===== config.mk =====
export PLATFORM = sky130hd
export DESIGN_NAME = ifsb_flag_bank
export DESIGN_NICKNAME = d
export VERILOG_FILES = /design/src/include/ifsb_pkg.sv /design/src/logic/ifsb_flag_bank.sv
export SDC_FILE = /design/constraint.sdc
export NUM_CORES = 1
export LEC_CHECK = 0
export ABC_CLOCK_PERIOD_IN_PS = 2200
export BUFFER_PORTS_ARGS = -buffer_cell sky130_fd_sc_hd__buf_2
export CAP_MARGIN = 20
export CORE_UTILIZATION = 45
export CTS_CLUSTER_SIZE = 40
export DETAILED_ROUTE_END_ITERATION = 8
export GPL_ROUTABILITY_DRIVEN = 1
export PLACE_DENSITY = 0.89
export SLEW_MARGIN = 20
export SYNTH_ARGS = -nofsm -noshare
export SYNTH_HDL_FRONTEND = slang
export SYNTH_SLANG_ARGS = --single-unit

===== constraint.sdc =====
create_clock -name pclk -period 2.2 [get_ports pclk]
set_input_delay 0.11 -clock pclk [delete_from_list [all_inputs] [get_ports pclk]]
set_output_delay 0.11 -clock pclk [all_outputs]
set_load 0.02 [all_outputs]

===== src/include/ifsb_pkg.sv =====
/*
  Shared definitions of the interrupt flag bank: register offsets, field
  layouts of both flag words, event status bits and reset values.
  Assumes an APB slave with a 12-bit byte address and 32-bit data.
*/
package ifsb_pkg;

  localparam int          ADDR_W          = 12;
  localparam int          DATA_W          = 32;

  // Byte offsets of the four words
  localparam logic [11:0] OFS_FLAGS_LOW   = 12'h000;
  localparam logic [11:0] OFS_FLAGS_HIGH  = 12'h004;
  localparam logic [11:0] OFS_EVT_STATUS  = 12'h008;
  localparam logic [11:0] OFS_EVT_MASK    = 12'h00c;

  // Implemented bits of each flag word; all others read zero
  localparam logic [31:0] LOW_IMPL_MASK   = 32'h0000003f;
  localparam logic [31:0] HIGH_IMPL_MASK  = 32'h030fffff;

  // Event status and mask layout
  localparam int          EVT_W           = 3;
  localparam int          EVT_LOW_BIT     = 0;
  localparam int          EVT_HIGH_BIT    = 1;
  localparam int          EVT_RSVD_BIT    = 2;

  localparam logic [2:0]  EVT_RST         = 3'h0;
  localparam logic [2:0]  MASK_RST        = 3'h0;
  localparam logic [31:0] RDATA_RST       = 32'h00000000;

  // Low flag word, bits 5 down to 0
  typedef struct packed {
    logic capture1_flag;
    logic timer_one_flag;
    logic ext_pin0_flag;
    logic core_sw1_flag;
    logic core_sw0_flag;
    logic core_timer_flag;
  } ifsb_low_t;

  // High flag word, bits 25..24 then 19 down to 0
  typedef struct packed {
    logic usb_request_flag;
    logic flash_event_flag;
    logic dma_ch3_flag;
    logic dma_ch2_flag;
    logic dma_ch1_flag;
    logic dma_ch0_flag;
    logic rtc_alarm_flag;
    logic clock_fail_flag;
    logic i2c_b_master_flag;
    logic i2c_b_slave_flag;
    logic i2c_b_collision_flag;
    logic uart_b_tx_flag;
    logic uart_b_rx_flag;
    logic uart_b_error_flag;
    logic spi_b_rx_flag;
    logic spi_b_tx_flag;
    logic spi_b_error_flag;
    logic comparator_b_flag;
    logic comparator_a_flag;
    logic parallel_port_flag;
    logic adc_done_flag;
    logic pin_change_flag;
  } ifsb_high_t;

  localparam ifsb_low_t   LOW_RST         = 6'h00;
  localparam ifsb_high_t  HIGH_RST        = 22'h000000;

endpackage : ifsb_pkg


===== src/logic/ifsb_flag_bank.sv =====
/*
  Interrupt request flag bank with an APB slave, a sticky event status word,
  an event mask and one level interrupt output.
  Assumes request inputs come from logic on pclk, so they are not synchronised.
*/
`timescale 1ns/10ps

// Summary of operation
// - Flag reads one after a request or a write of one, else zero
// - Low word: capture1 bit5, timer1 bit4, pin0 bit3
// - Low word: sw1 bit2, sw0 bit1, core timer bit0
// - High word: usb bit25, flash event bit24
// - High word: dma channels 3..0 at bits 19..16
// - High word: rtc bit15, clock fail bit14
// - High word: i2c master, slave, collision 13..11
// - High word: uart tx, rx, error 10..8
// - High word: spi rx, tx, error 7..5
// - High word: comparators bits4,3; parallel port bit2
// - High word: adc bit1, pin change bit0
module ifsb_flag_bank (
  input  wire logic                     pclk,
  input  wire logic                     presetn,
  input  wire logic                     psel,
  input  wire logic                     penable,
  input  wire logic                     pwrite,
  input  wire logic [ifsb_pkg::ADDR_W-1:0] paddr,
  input  wire logic [ifsb_pkg::DATA_W-1:0] pwdata,
  input  wire ifsb_pkg::ifsb_low_t      low_req,
  input  wire ifsb_pkg::ifsb_high_t     high_req,
  output logic [ifsb_pkg::DATA_W-1:0]   prdata,
  output logic                          pready,
  output logic                          pslverr,
  output ifsb_pkg::ifsb_low_t           flags_low,
  output ifsb_pkg::ifsb_high_t          flags_high,
  output logic                          irq
);
  import ifsb_pkg::*;

  function automatic logic [31:0] pack_low(input ifsb_low_t f);
    pack_low = {26'h0, f};
  endfunction : pack_low

  function automatic logic [31:0] pack_high(input ifsb_high_t f);
    pack_high = {6'h00, f[21:20], 4'h0, f[19:0]};
  endfunction : pack_high

  function automatic ifsb_high_t unpack_high(input logic [31:0] w);
    unpack_high = {w[25:24], w[19:0]};
  endfunction : unpack_high

  logic [31:0]       prdata_q;
  logic [31:0]       prdata_d;
  logic              pready_q;
  logic              pslverr_q;
  logic              irq_q;
  logic              irq_d;
  ifsb_low_t         flags_low_q;
  ifsb_low_t         flags_low_d;
  ifsb_high_t        flags_high_q;
  ifsb_high_t        flags_high_d;
  logic [EVT_W-1:0]  status_q;
  logic [EVT_W-1:0]  status_d;
  logic [EVT_W-1:0]  mask_q;
  logic [EVT_W-1:0]  mask_d;

  // Bus phase decode
  wire               setup      = psel & ~penable;
  wire               done       = psel & penable & pready_q;
  wire               wr_done    = done & pwrite;
  wire               rd_done    = done & ~pwrite;

  wire               sel_low    = (paddr == OFS_FLAGS_LOW);
  wire               sel_high   = (paddr == OFS_FLAGS_HIGH);
  wire               sel_status = (paddr == OFS_EVT_STATUS);
  wire               sel_mask   = (paddr == OFS_EVT_MASK);
  wire               mapped     = sel_low | sel_high | sel_status | sel_mask;

  wire               wr_low     = wr_done & sel_low;
  wire               wr_high    = wr_done & sel_high;
  wire               wr_mask    = wr_done & sel_mask;
  wire               rd_status  = rd_done & sel_status;

  wire [31:0]        low_word   = pack_low(flags_low_q);
  wire [31:0]        high_word  = pack_high(flags_high_q);
  wire [31:0]        evt_word   = {29'h0, status_q};
  wire [31:0]        mask_word  = {29'h0, mask_q};

  wire [31:0]        rd_word    = sel_low    ? low_word  :
                                  sel_high   ? high_word :
                                  sel_status ? evt_word  :
                                  sel_mask   ? mask_word : RDATA_RST;

  // Write value of one sets, zero clears; a request in the same cycle wins
  wire ifsb_low_t    wr_low_val  = pwdata[5:0];
  wire ifsb_high_t   wr_high_val = unpack_high(pwdata);
  wire ifsb_low_t    base_low    = wr_low  ? wr_low_val  : flags_low_q;
  wire ifsb_high_t   base_high   = wr_high ? wr_high_val : flags_high_q;

  // Events: a flag newly raised by its source, or a reserved-bit write to the high word
  wire               new_low    = |(low_req & ~flags_low_q);
  wire               new_high   = |(high_req & ~flags_high_q);
  wire               rsvd_wr    = wr_high & |(pwdata & ~HIGH_IMPL_MASK);

  wire [EVT_W-1:0]   evt_set    = {rsvd_wr, new_high, new_low};
  // Only bits that went out on the bus are cleared, so no event is lost
  wire [EVT_W-1:0]   evt_clr    = rd_status ? prdata_q[EVT_W-1:0] : EVT_RST;

  assign flags_low_d  = base_low | low_req;
  assign flags_high_d = base_high | high_req;
  assign status_d     = (status_q & ~evt_clr) | evt_set;
  assign mask_d       = wr_mask ? pwdata[EVT_W-1:0] : mask_q;
  assign irq_d        = |(status_d & mask_d);
  // Data is loaded in setup and zero otherwise, so it is stable for the access
  assign prdata_d     = (setup & ~pwrite) ? rd_word : RDATA_RST;

  always_ff @(posedge pclk or negedge presetn)
  begin
    if (!presetn)
    begin
      flags_low_q  <= LOW_RST;
      flags_high_q <= HIGH_RST;
    end
    else
    begin
      flags_low_q  <= flags_low_d;
      flags_high_q <= flags_high_d;
    end
  end

  always_ff @(posedge pclk or negedge presetn)
  begin
    if (!presetn)
    begin
      status_q <= EVT_RST;
      mask_q   <= MASK_RST;
      irq_q    <= 1'b0;
    end
    else
    begin
      status_q <= status_d;
      mask_q   <= mask_d;
      irq_q    <= irq_d;
    end
  end

  // One wait-free access cycle: pready rises right after setup
  always_ff @(posedge pclk or negedge presetn)
  begin
    if (!presetn)
    begin
      prdata_q  <= RDATA_RST;
      pready_q  <= 1'b0;
      pslverr_q <= 1'b0;
    end
    else
    begin
      prdata_q  <= prdata_d;
      pready_q  <= setup;
      pslverr_q <= setup & ~mapped;
    end
  end

  assign prdata     = prdata_q;
  assign pready     = pready_q;
  assign pslverr    = pslverr_q;
  assign flags_low  = flags_low_q;
  assign flags_high = flags_high_q;
  assign irq        = irq_q;

  // Read of a flag word completes one cycle after setup
  wire rd_low_done  = rd_done & sel_low;
  wire rd_high_done = rd_done & sel_high;

  a_req_sets_flag: assert property (
    @(posedge pclk) disable iff (!presetn)
    (low_req.timer_one_flag || high_req.adc_done_flag)
      |=> (flags_low_q.timer_one_flag || !$past(low_req.timer_one_flag))
       && (flags_high_q.adc_done_flag || !$past(high_req.adc_done_flag)))
    else $error("Request did not raise its flag");

  a_low_hi_map: assert property (
    @(posedge pclk) disable iff (!presetn)
    setup && !pwrite && sel_low
      |=> prdata_q[5:3] == $past({flags_low_q.capture1_flag,
                                  flags_low_q.timer_one_flag,
                                  flags_low_q.ext_pin0_flag}))
    else $error("Low word bits 5..3 misplaced");

  a_low_lo_map: assert property (
    @(posedge pclk) disable iff (!presetn)
    setup && !pwrite && sel_low
      |=> prdata_q[2:0] == $past({flags_low_q.core_sw1_flag,
                                  flags_low_q.core_sw0_flag,
                                  flags_low_q.core_timer_flag})
       && prdata_q[31:6] == 26'h0)
    else $error("Low word bits 2..0 misplaced");

  a_rsvd_read_zero: assert property (
    @(posedge pclk) disable iff (!presetn)
    rd_high_done |-> (prdata_q & ~HIGH_IMPL_MASK) == 32'h00000000)
    else $error("Reserved high bits read nonzero");

  a_usb_flash_map: assert property (
    @(posedge pclk) disable iff (!presetn)
    setup && !pwrite && sel_high
      |=> prdata_q[25:24] == $past({flags_high_q.usb_request_flag,
                                    flags_high_q.flash_event_flag}))
    else $error("Usb or flash bit misplaced");

  a_dma_map: assert property (
    @(posedge pclk) disable iff (!presetn)
    wr_high && !high_req.dma_ch3_flag && !high_req.dma_ch0_flag
      |=> flags_high_q.dma_ch3_flag == $past(pwdata[19])
       && flags_high_q.dma_ch0_flag == $past(pwdata[16]))
    else $error("Dma flag write misplaced");

  a_rtc_fail_map: assert property (
    @(posedge pclk) disable iff (!presetn)
    rd_high_done
      |-> prdata_q[15:14] == $past({flags_high_q.rtc_alarm_flag,
                                    flags_high_q.clock_fail_flag}))
    else $error("Rtc or clock fail bit misplaced");

  a_i2c_map: assert property (
    @(posedge pclk) disable iff (!presetn)
    rd_high_done
      |-> prdata_q[13:11] == $past({flags_high_q.i2c_b_master_flag,
                                    flags_high_q.i2c_b_slave_flag,
                                    flags_high_q.i2c_b_collision_flag}))
    else $error("I2c bits misplaced");

  a_uart_map: assert property (
    @(posedge pclk) disable iff (!presetn)
    rd_high_done
      |-> prdata_q[10:8] == $past({flags_high_q.uart_b_tx_flag,
                                   flags_high_q.uart_b_rx_flag,
                                   flags_high_q.uart_b_error_flag}))
    else $error("Uart bits misplaced");

  a_spi_map: assert property (
    @(posedge pclk) disable iff (!presetn)
    rd_high_done
      |-> prdata_q[7:5] == $past({flags_high_q.spi_b_rx_flag,
                                  flags_high_q.spi_b_tx_flag,
                                  flags_high_q.spi_b_error_flag}))
    else $error("Spi bits misplaced");

  a_cmp_pmp_map: assert property (
    @(posedge pclk) disable iff (!presetn)
    rd_high_done
      |-> prdata_q[4:2] == $past({flags_high_q.comparator_b_flag,
                                  flags_high_q.comparator_a_flag,
                                  flags_high_q.parallel_port_flag}))
    else $error("Comparator or port bits misplaced");

  a_adc_cn_map: assert property (
    @(posedge pclk) disable iff (!presetn)
    rd_high_done
      |-> prdata_q[1:0] == $past({flags_high_q.adc_done_flag,
                                  flags_high_q.pin_change_flag}))
    else $error("Adc or change bits misplaced");

  a_flag_sticky: assert property (
    @(posedge pclk) disable iff (!presetn)
    flags_low_q.core_timer_flag && !wr_low
      |=> flags_low_q.core_timer_flag [*1])
    else $error("Flag dropped without a write");

  a_write_clears: assert property (
    @(posedge pclk) disable iff (!presetn)
    wr_low && !pwdata[4] && !low_req.timer_one_flag
      |=> !flags_low_q.timer_one_flag)
    else $error("Write of zero did not clear flag");

  a_irq_follows: assert property (
    @(posedge pclk) disable iff (!presetn)
    ##1 irq_q == |($past(status_d) & $past(mask_d)))
    else $error("Interrupt output out of step");

  a_bus_answer: assert property (
    @(posedge pclk) disable iff (!presetn)
    setup |=> pready_q ##1 !pready_q)
    else $error("Ready not a one cycle answer");

  // Write, event, interrupt, error and idle paths, which a flag map check alone never trips
  a_req_beats_clear: assert property (
    @(posedge pclk) disable iff (!presetn)
    wr_low && low_req.core_timer_flag
      |=> flags_low_q.core_timer_flag)
    else $error("Clearing write beat a request");

  a_write_sets: assert property (
    @(posedge pclk) disable iff (!presetn)
    wr_high && pwdata[25] && pwdata[24]
      |=> flags_high_q.usb_request_flag && flags_high_q.flash_event_flag)
    else $error("Write of one did not set flag");

  a_low_event: assert property (
    @(posedge pclk) disable iff (!presetn)
    low_req.capture1_flag && !flags_low_q.capture1_flag
      |=> status_q[EVT_LOW_BIT])
    else $error("New low flag left no event");

  a_high_event: assert property (
    @(posedge pclk) disable iff (!presetn)
    high_req.pin_change_flag && !flags_high_q.pin_change_flag
      |=> status_q[EVT_HIGH_BIT])
    else $error("New high flag left no event");

  a_rsvd_event: assert property (
    @(posedge pclk) disable iff (!presetn)
    wr_high && pwdata[31:26] != 6'h00
      |=> status_q[EVT_RSVD_BIT])
    else $error("Reserved write left no event");

  a_status_clears: assert property (
    @(posedge pclk) disable iff (!presetn)
    rd_status && !new_low && !new_high && !rsvd_wr
      |=> (status_q & $past(prdata_q[EVT_W-1:0])) == EVT_RST)
    else $error("Status read did not clear bits");

  a_irq_level: assert property (
    @(posedge pclk) disable iff (!presetn)
    irq_q == |(status_q & mask_q))
    else $error("Interrupt output disagrees with status");

  a_unmapped_err: assert property (
    @(posedge pclk) disable iff (!presetn)
    setup && !mapped
      |=> pslverr_q && prdata_q == RDATA_RST)
    else $error("Unmapped access not refused");

  a_mapped_ok: assert property (
    @(posedge pclk) disable iff (!presetn)
    setup && mapped
      |=> !pslverr_q)
    else $error("Mapped access flagged as error");

  a_unmapped_nowr: assert property (
    @(posedge pclk) disable iff (!presetn)
    wr_done && !mapped && high_req == HIGH_RST
      |=> flags_high_q == $past(flags_high_q))
    else $error("Unmapped write changed flags");

  a_data_idle: assert property (
    @(posedge pclk) disable iff (!presetn)
    !pready_q |-> prdata_q == RDATA_RST && !pslverr_q)
    else $error("Bus outputs not idle outside access");

endmodule : ifsb_flag_bank


==> out/summary.json, run 1 <==
{
  "grt_busiest_layer": {"value": "met2"},
  "area_share_of_fa_ha_maj_cells_after_synthesis": {"value": 0, "unit": "%"},
  "design.die.area": {"value": 6437, "unit": "um^2"},
  "slowest_stage": {"value": "sky130_fd_sc_hd__dlygate4sd3_1"},
  "die_x": {"value": 80.23, "unit": "um"},
  "timing_hold_violations_final": {"value": 0},
  "clk_transition_reported_paths": {"value": 0.06, "unit": "ns"},
  "maxCapViolations": {"value": 0},
  "yosys-mux-area-fraction": {"value": 10.27, "unit": "%"},
  "synth_xor_area_share": {"value": 0, "unit": "%"},
  "slew-limit-headroom": {"value": 66.84, "unit": "%"},
  "grt_pass1_vias": {"value": 2595},
  "layout.cells.most_common_list": {"value": "sky130_fd_sc_hd__buf_2, sky130_fd_sc_hd__dfrtp_1, sky130_fd_sc_hd__dlygate4sd3_1, sky130_fd_sc_hd__mux2i_1, sky130_fd_sc_hd__nand2_1"},
  "ioPinCount": {"value": 140},
  "synth_cells": {"value": 251},
  "post-cts-setup-buffer-count": {"value": 0},
  "tot_pwr": {"value": 2.250, "unit": "mW"},
  "grtUsageMet2": {"value": 44.10, "unit": "%"},
  "worst_pin_slew": {"value": 0.4944, "unit": "ns"},
  "share_of_layout_cells_above_drive_strength_1": {"value": 37.41, "unit": "%"},
  "cp-end-kind": {"value": "register"},
  "cell_variety_after_synth": {"value": 39},
  "cts.htree.levels": {"value": 3},
  "power_leakage": {"value": 1.978, "unit": "nW"},
  "synth_compound_gate_area_share": {"value": 8.133, "unit": "%"},
  "diodes": {"value": 0},
  "vias": {"value": 2562},
  "grt_use_met1": {"value": 29.30, "unit": "%"},
  "share_of_the_clock_period_used_by_the_worst_path_after_layout": {"value": 89.56, "unit": "%"},
  "final_common_cell": {"value": "sky130_fd_sc_hd__buf_2"},
  "cts-root-buf": {"value": "sky130_fd_sc_hd__clkbuf_8"},
  "worst-setup-path-type": {"value": "input pin to register"},
  "synthToLayoutAreaGrowth": {"value": 47.71, "unit": "%"},
  "ant_nets": {"value": 0},
  "crit_family": {"value": "buffers and inverters"},
  "p_per_area": {"value": 553.2, "unit": "nW/um^2"},
  "grt.total_usage": {"value": 25.75, "unit": "%"},
  "yosysWarningCount": {"value": 0},
  "wire_length_reported_by_the_detailed_router": {"value": 7.790, "unit": "mm"},
  "grt_max_degree": {"value": 60},
  "crit_path_cell_trace": {"value": "dlygate4sd3_1 -> buf_2 -> inv_1 -> o2111ai_1 -> or4_1 -> a211oi_1 -> o221ai_1"},
  "wire_per_inst": {"value": 15.33, "unit": "um"},
  "cts_sinks": {"value": 59},
  "place.detailed.hpwl": {"value": 5.287, "unit": "mm"},
  "tritoncts": {"value": "done"},
  "grt.overflow.total": {"value": 0},
  "insertion_delay": {"value": 0.33, "unit": "ns"},
  "post_synth_main_area_contributors": {"value": "sky130_fd_sc_hd__dfrtp_1, sky130_fd_sc_hd__mux2i_1, sky130_fd_sc_hd__and2_1"},
  "io_buffers": {"value": 129},
  "ir_worst_vdd": {"value": 350.7, "unit": "uV"},
  "antenna_found_initial": {"value": 0},
  "global_route_wire_length_before_repair": {"value": 12.09, "unit": "mm"},
  "vias_per_cell": {"value": 5.043},
  "drc": {"value": 0},
  "placement_rows": {"value": 28},
  "synthesized_area": {"value": 2754, "unit": "um^2"},
  "class_of_the_tightest_hold_or_removal_check": {"value": "input pin to register"},
  "synth-seq-cells": {"value": 59},
  "tritoncts_buffers": {"value": 9},
  "synthesized_area_divided_by_synthesized_cell_count": {"value": 10.97, "unit": "um^2"},
  "ys_seq_area_share": {"value": 53.61, "unit": "%"},
  "max_freq": {"value": 0.5076, "unit": "GHz"},
  "critPathBufInv": {"value": 3},
  "router_iterations_before_antenna_repair": {"value": 4},
  "initial_core_util": {"value": 46.51, "unit": "%"},
  "timing_max_transition_violations_final": {"value": 0},
  "synthSimpleGateAreaFrac": {"value": 20.58, "unit": "%"},
  "synth_top_area_cell": {"value": "sky130_fd_sc_hd__dfrtp_1"},
  "status": {"value": "completed"},
  "setup.worst_path.start_class": {"value": "input pin"},
  "timing.final.setup_violations": {"value": 0},
  "grt_use_met3": {"value": 6.364, "unit": "%"},
  "period_needed": {"value": 1.970, "unit": "ns"},
  "detailedRoute.firstIterationViolations": {"value": 121},
  "clockBufferDepth": {"value": 2},
  "core": {"value": 5921, "unit": "um^2"},
  "unrepaired_setup_endpoints_after_global_routing": {"value": "no"},
  "critPathArrivalTime": {"value": 2.16, "unit": "ns"},
  "crit_path_max_incr_delay": {"value": 0.56, "unit": "ns"},
  "clock-skew-final": {"value": 0.008075, "unit": "ns"},
  "final_net_count": {"value": 506},
  "yosys.area.top_type_share": {"value": 53.61, "unit": "%"},
  "crit_required": {"value": 2.39, "unit": "ns"},
  "dieHeight": {"value": 80.23, "unit": "um"},
  "max_fanout_on_critical_path": {"value": 2},
  "largest_family_of_logic_cells_by_synthesized_area": {"value": "simple AND/OR/NAND/NOR gates"},
  "gp_routability_congestion": {"value": 0.8773},
  "tns": {"value": 0, "unit": "ns"}
}
## registers in the layout, summed over array words and instances (netlist names)
register,count
prdata,22
flags_high,22
mask_q,3
pslverr,1
flags_low,6
status_q,3
irq,1
pready,1
## cell families after synthesis
family / count (synthesis)
other cells: 1
flops: 59
buf+inv: 39
compound gates: 29
mux: 27
simple gates: 96
## power breakdown
part | internal [mW] | switching (mW) | leakage (nW)
logic | 0.110 | 0.103 | 1.21
clock network | 0.555 | 0.393 | 0.105
registers | 1.09 | 0.00114 | 0.666
## layer usage
metal  routed length (um)  up-vias
met4                  220        0
met3                  520       26
met1                 3152     1234
met5                    0        -
li1                     -     1189
met2                 3896      113
## what timing repair did
action	in CTS	in global routing
resized for setup	0	0
endpoints found under the hold margin	86	0
setup endpoints to repair	0	0
hold buffers	36	0
## cells in the mapped netlist (all sizes together)
library cell / n
buf: 15
nand3: 2
or3: 3
o2bb2ai: 1
mux2i: 26
o221ai: 1
o21ai: 1
and3: 3
conb: 1
inv: 22
nand4b: 1
o22ai: 6
a211oi: 1
nand2b: 15
a22oi: 1
o2111ai: 4
nand2: 23
or4: 4
or2: 1
nand4: 1
or4b: 1
a21boi: 1
and2: 16
a21oi: 2
nor3: 2
nor4b: 1
clkbuf: 2
nor2: 8
dfrtp: 59
nor4: 4
a211o: 11
mux4: 1
nor2b: 11
## cell type report
cell class                      count  area [um^2]
Timing Repair Buffer              175         1106
Inverter                           22        82.58
Clock buffer                       14        192.7
Multi-Input combinational cell    162         1111
Sequential cell                    59         1476
Fill cell                         474         1853
Tap cell                           75        93.84
Clock inverter                      1        5.005
## per-stage QoR
stage          setup slack (ns)  instances  cell area [um^2]  util (%)  hold WS (ns)
2_1_floorplan           0.01961        260              2791         -       -0.1856
3_3_place_gp            0.04141        457              3510     59.28        0.1364
3_5_place_dp          -0.004945        457              3510     59.28        0.1444
4_1_cts                  0.2673        508              4068     68.70     0.0001579
5_1_grt                  0.1601        508              4068     68.70      0.004156
6_report                 0.2298        508              4068     68.70       0.01213
## final timing paths
path / endpoint / start / slack [ns] / cells past startpoint
max in group asynchronous: pslverr$_DFF_PN0_ / presetn / 1.56 / 3
worst min-delay path: flags_high[14]$_DFF_PN0_ / high_req[14] / 0.01 / 2
min in group asynchronous: flags_low[5]$_DFF_PN0_ / presetn / 0.38 / 3
worst min register to register: mask_q[2]$_DFF_PN0_ / mask_q[2]$_DFF_PN0_ / 0.52 / 2
worst max register to register: irq$_DFF_PN0_ / flags_high[1]$_DFF_PN0_ / 0.24 / 5
worst max-delay path: irq$_DFF_PN0_ / high_req[15] / 0.23 / 7
(Power assumes the default switching activity.)
==> run 2, diff against run 1 <==
--- a/config.mk
+++ b/config.mk
@@ -6,9 +6,11 @@
 export NUM_CORES = 1
 export LEC_CHECK = 0
 export ABC_CLOCK_PERIOD_IN_PS = 2200
-export BUFFER_PORTS_ARGS = -buffer_cell sky130_fd_sc_hd__buf_2
+export BUFFER_PORTS_ARGS = -buffer_cell sky130_fd_sc_hd__buf_4
 export CAP_MARGIN = 20
-export CORE_UTILIZATION = 45
+export CELL_PAD_IN_SITES_DETAIL_PLACEMENT = 1
+export CELL_PAD_IN_SITES_GLOBAL_PLACEMENT = 1
+export CORE_UTILIZATION = 33
 export CTS_CLUSTER_SIZE = 40
 export DETAILED_ROUTE_END_ITERATION = 8
 export GPL_ROUTABILITY_DRIVEN = 1
==> run 2 against run 1 <==
  * Critical path depth unchanged
  * Worst setup slack improved by 0.067 ns
  * Cell count increased by 7.1%
  * Power increased by 10%
  * Largest power group is now clock
  * Clock power increased by 19%
  * Combinational power increased by 23%
  * Sequential cell count unchanged
==> out/summary.json, run 2 (synthesized netlist as in run 1, its figures left out) <==
{
  "antenna_found_initial": {"value": 1, "change": "+1"},
  "r2r_end": {"value": "irq$_DFF_PN0_"},
  "crit_path_cell_trace": {"value": "buf_4 -> or4_4 -> or4_4 -> nor3_4 -> buf_4 -> nor2b_1 -> a211o_1"},
  "cts_sinks": {"value": 59, "change": "unchanged"},
  "combPwrFrac": {"value": 10.6, "unit": "%", "change": "+1.1 points"},
  "cts-root-buf": {"value": "sky130_fd_sc_hd__clkbuf_8"},
  "grt_max_degree": {"value": 60, "change": "unchanged"},
  "swShare": {"value": 22.00, "unit": "%", "change": "-0.11 points"},
  "cp-end-kind": {"value": "register"},
  "post-cts-setup-buffer-count": {"value": 0, "change": "unchanged"},
  "ant_nets": {"value": 0, "change": "unchanged"},
  "holdPathEnd": {"value": "flags_high[1]$_DFF_PN0_"},
  "die_x": {"value": 93.35, "unit": "um", "change": "+16%"},
  "setup.worst_path.start_class": {"value": "input pin"},
  "p_per_area": {"value": 548.6, "unit": "nW/um^2", "change": "-0.82%"},
  "synthToLayoutAreaGrowth": {"value": 64.38, "unit": "%"},
  "placement_rows": {"value": 32, "change": "+14%"},
  "maxCapViolations": {"value": 0, "change": "unchanged"},
  "clockBufferDepth": {"value": 2, "change": "unchanged"},
  "core": {"value": 7888, "unit": "um^2", "change": "+33%"},
  "hold_slack": {"value": 0.007197, "unit": "ns", "change": "-0.004931 ns"},
  "final_common_cell": {"value": "sky130_fd_sc_hd__buf_4"},
  "router_iterations_before_antenna_repair": {"value": 4, "change": "unchanged"},
  "drc": {"value": 0, "change": "unchanged"},
  "placedInstanceArea": {"value": 3866, "unit": "um^2", "change": "+10%"},
  "slowest_stage": {"value": "sky130_fd_sc_hd__or4_4"},
  "post-place-cells": {"value": 484, "change": "+5.9%"},
  "pwr-share-seq": {"value": 43.8, "unit": "%", "change": "-4.6 points"},
  "crit_path_max_incr_delay": {"value": 0.58, "unit": "ns", "change": "+0.02 ns"},
  "crit_required": {"value": 2.41, "unit": "ns", "change": "+0.02 ns"},
  "tns": {"value": 0, "unit": "ns", "change": "unchanged"},
  "wire_per_inst": {"value": 17.48, "unit": "um", "change": "+14%"},
  "multi_input_comb_area": {"value": 1111, "unit": "um^2", "change": "unchanged"},
  "clk_transition_reported_paths": {"value": 0.07, "unit": "ns", "change": "about the same"},
  "cts.htree.levels": {"value": 3, "change": "unchanged"},
  "power.share.clock": {"value": 45.6, "unit": "%", "change": "+3.5 points"},
  "status": {"value": "completed"},
  "detailedRoute.firstIterationViolations": {"value": 108, "change": "-11%"},
  "gp_routability_congestion": {"value": 0.8792, "change": "+0.22%"},
  "ioPinCount": {"value": 140, "change": "unchanged"},
  "ff2ff_setup_slack": {"value": 0.30, "unit": "ns", "change": "+0.06 ns"},
  "slew-limit-headroom": {"value": 48.82, "unit": "%", "change": "-18 points"},
  "place.detailed.hpwl": {"value": 6.566, "unit": "mm", "change": "+24%"},
  "max_freq": {"value": 0.5254, "unit": "GHz", "change": "+3.5%"},
  "dieHeight": {"value": 93.35, "unit": "um", "change": "+16%"},
  "timing_hold_violations_final": {"value": 0, "change": "unchanged"},
  "fin_util": {"value": 57.39, "unit": "%", "change": "-11 points"},
  "layout.cells.most_common_list": {"value": "sky130_fd_sc_hd__buf_4, sky130_fd_sc_hd__dfrtp_1, sky130_fd_sc_hd__dlygate4sd3_1, sky130_fd_sc_hd__mux2i_1, sky130_fd_sc_hd__nand2_1"},
  "max_fanout_on_critical_path": {"value": 11, "change": "+9"},
  "tritoncts": {"value": "done"},
  "area_occupied_by_registers": {"value": 1476, "unit": "um^2", "change": "unchanged"},
  "fillers": {"value": 843, "change": "+78%"},
  "global_route_wire_length_before_repair": {"value": 14.98, "unit": "mm", "change": "+24%"},
  "clock-skew-final": {"value": 0.01068, "unit": "ns", "change": "+0.002606 ns"},
  "power.internal": {"value": 1.937, "unit": "mW", "change": "+11%"},
  "unrepaired_setup_endpoints_after_global_routing": {"value": "no"},
  "power_leakage": {"value": 2.129, "unit": "nW", "change": "+7.6%"},
  "grt_pass1_vias": {"value": 2864, "change": "+10%"},
  "final_cell_count_no_fill": {"value": 544, "change": "+7.1%"},
  "initial_core_util": {"value": 34.91, "unit": "%", "change": "-12 points"},
  "share_of_layout_cells_above_drive_strength_1": {"value": 36.73, "unit": "%", "change": "-0.68 points"},
  "worst_pin_slew": {"value": 0.7678, "unit": "ns", "change": "+0.2734 ns"},
  "wire_length_reported_by_the_detailed_router": {"value": 9.511, "unit": "mm", "change": "+22%"},
  "design.die.area": {"value": 8714, "unit": "um^2", "change": "+35%"},
  "rr_worst_depth": {"value": 6, "change": "+1"},
  "final_cell_area": {"value": 4527, "unit": "um^2", "change": "+11%"},
  "net-switching-power": {"value": 546.4, "unit": "uW", "change": "+9.8%"},
  "vias_per_cell": {"value": 4.732, "change": "-6.2%"},
  "final_net_count": {"value": 513, "change": "+1.4%"},
  "critPathArrivalTime": {"value": 2.11, "unit": "ns", "change": "-0.05 ns"},
  "timing.rr.start": {"value": "pready$_DFF_PN0_"},
  "min-delay-start": {"value": "pwdata[1]"},
  "period_needed": {"value": 1.903, "unit": "ns", "change": "-0.06682 ns"},
  "insertion_delay": {"value": 0.34, "unit": "ns", "change": "about the same"},
  "timing_max_transition_violations_final": {"value": 0, "change": "unchanged"},
  "grt.total_usage": {"value": 23.30, "unit": "%", "change": "-2.4 points"},
  "io_buffers": {"value": 129, "change": "unchanged"},
  "share_of_the_clock_period_used_by_the_worst_path_after_layout": {"value": 86.52, "unit": "%", "change": "-3.0 points"},
  "grt.overflow.total": {"value": 0, "change": "unchanged"},
  "worst-setup-path-type": {"value": "input pin to register"},
  "hold_path_stages": {"value": 2, "change": "unchanged"},
  "tritoncts_buffers": {"value": 9, "change": "unchanged"},
  "vias": {"value": 2574, "change": "+0.47%"},
  "ir_worst_vdd": {"value": 248.4, "unit": "uV", "change": "-29%"},
  "class_of_the_tightest_hold_or_removal_check": {"value": "input pin to register"},
  "ctsResizeCount": {"value": 0, "change": "unchanged"},
  "timing.final.setup_violations": {"value": 0, "change": "unchanged"}
}
==> run 2: changes by cell type in the layout (fill, tap and decap cells not counted), sizes merged <==
cell,delta
diode,+1
clkbuf,-2
clkinvlp,+1
bufinv,+2
dlygate4sd3,+7
==> run 2: how the worst max path moves through the flow <==
stage	startpoint	to	slack [ns]
after floorplan	paddr[1]	flags_high[0]$_DFF_PN0_	0.02
after global placement	paddr[1]	flags_high[18]$_DFF_PN0_	0.01
after detailed placement	paddr[1]	flags_high[13]$_DFF_PN0_	-0.05
after CTS	paddr[1]	flags_high[3]$_DFF_PN0_	0.29
after global routing	pready$_DFF_PN0_	irq$_DFF_PN0_	0.15
final	paddr[1]	flags_high[3]$_DFF_PN0_	0.30
==> run 2: power by group through the flow <==
stage                     Sequential [mW]  Combinational [mW]  Clock [mW]
after floorplan                      1.11              0.0592           0
after global placement               1.11               0.193           0
after detailed placement             1.11               0.198           0
after CTS                            1.09               0.262        1.15
after global routing                 1.09               0.284        1.21
final                                1.09               0.263        1.13
==> run 2: what timing repair did <==
item | 4_1_cts | 5_1_grt
hold endpoints to repair | 87 | 0
setup endpoints to repair | 0 | 0
hold buffers | 43 | 0
==> run 2: layout make-up <==
type | instances | share of cell area, %
antenna | 1 | 0.05528
multi-input combinational | 162 | 24.54
clock buffer | 12 | 3.427
inverter | 22 | 1.824
clock inverter | 4 | 1.603
timing repair buffer | 182 | 33.11
sequential | 59 | 32.61
tap | 102 | 2.819
==> run 2: metal layers <==
layer | part of all wire, % | routed length (um) | vias to the layer above | GRT usage, %
li1 | - | - | 1211 | -
met1 | 40 | 3767 | 1235 | 27.16
met2 | 52 | 4914 | 109 | 40.56
met3 | 5.8 | 549 | 19 | 5.203
met4 | 2.9 | 280 | 0 | 10.90
met5 | 0 | 0 | - | 0
==> run 2: critical path, delay by kind of cell <==
kind,cells,cell delay [ns]
AOI/OAI and AO/OA,1,0.26
and+or+nand+nor,4,1.41
buffers and inverters,2,0.34
==> run 2: through the flow <==
step                      total power [mW]  worst slack [ns]
after detailed placement             1.306          -0.04717
final                                2.484            0.2966
after floorplan                      1.170           0.01961
after global routing                 2.582            0.1489
after CTS                            2.502            0.2949
after global placement               1.301           0.01433
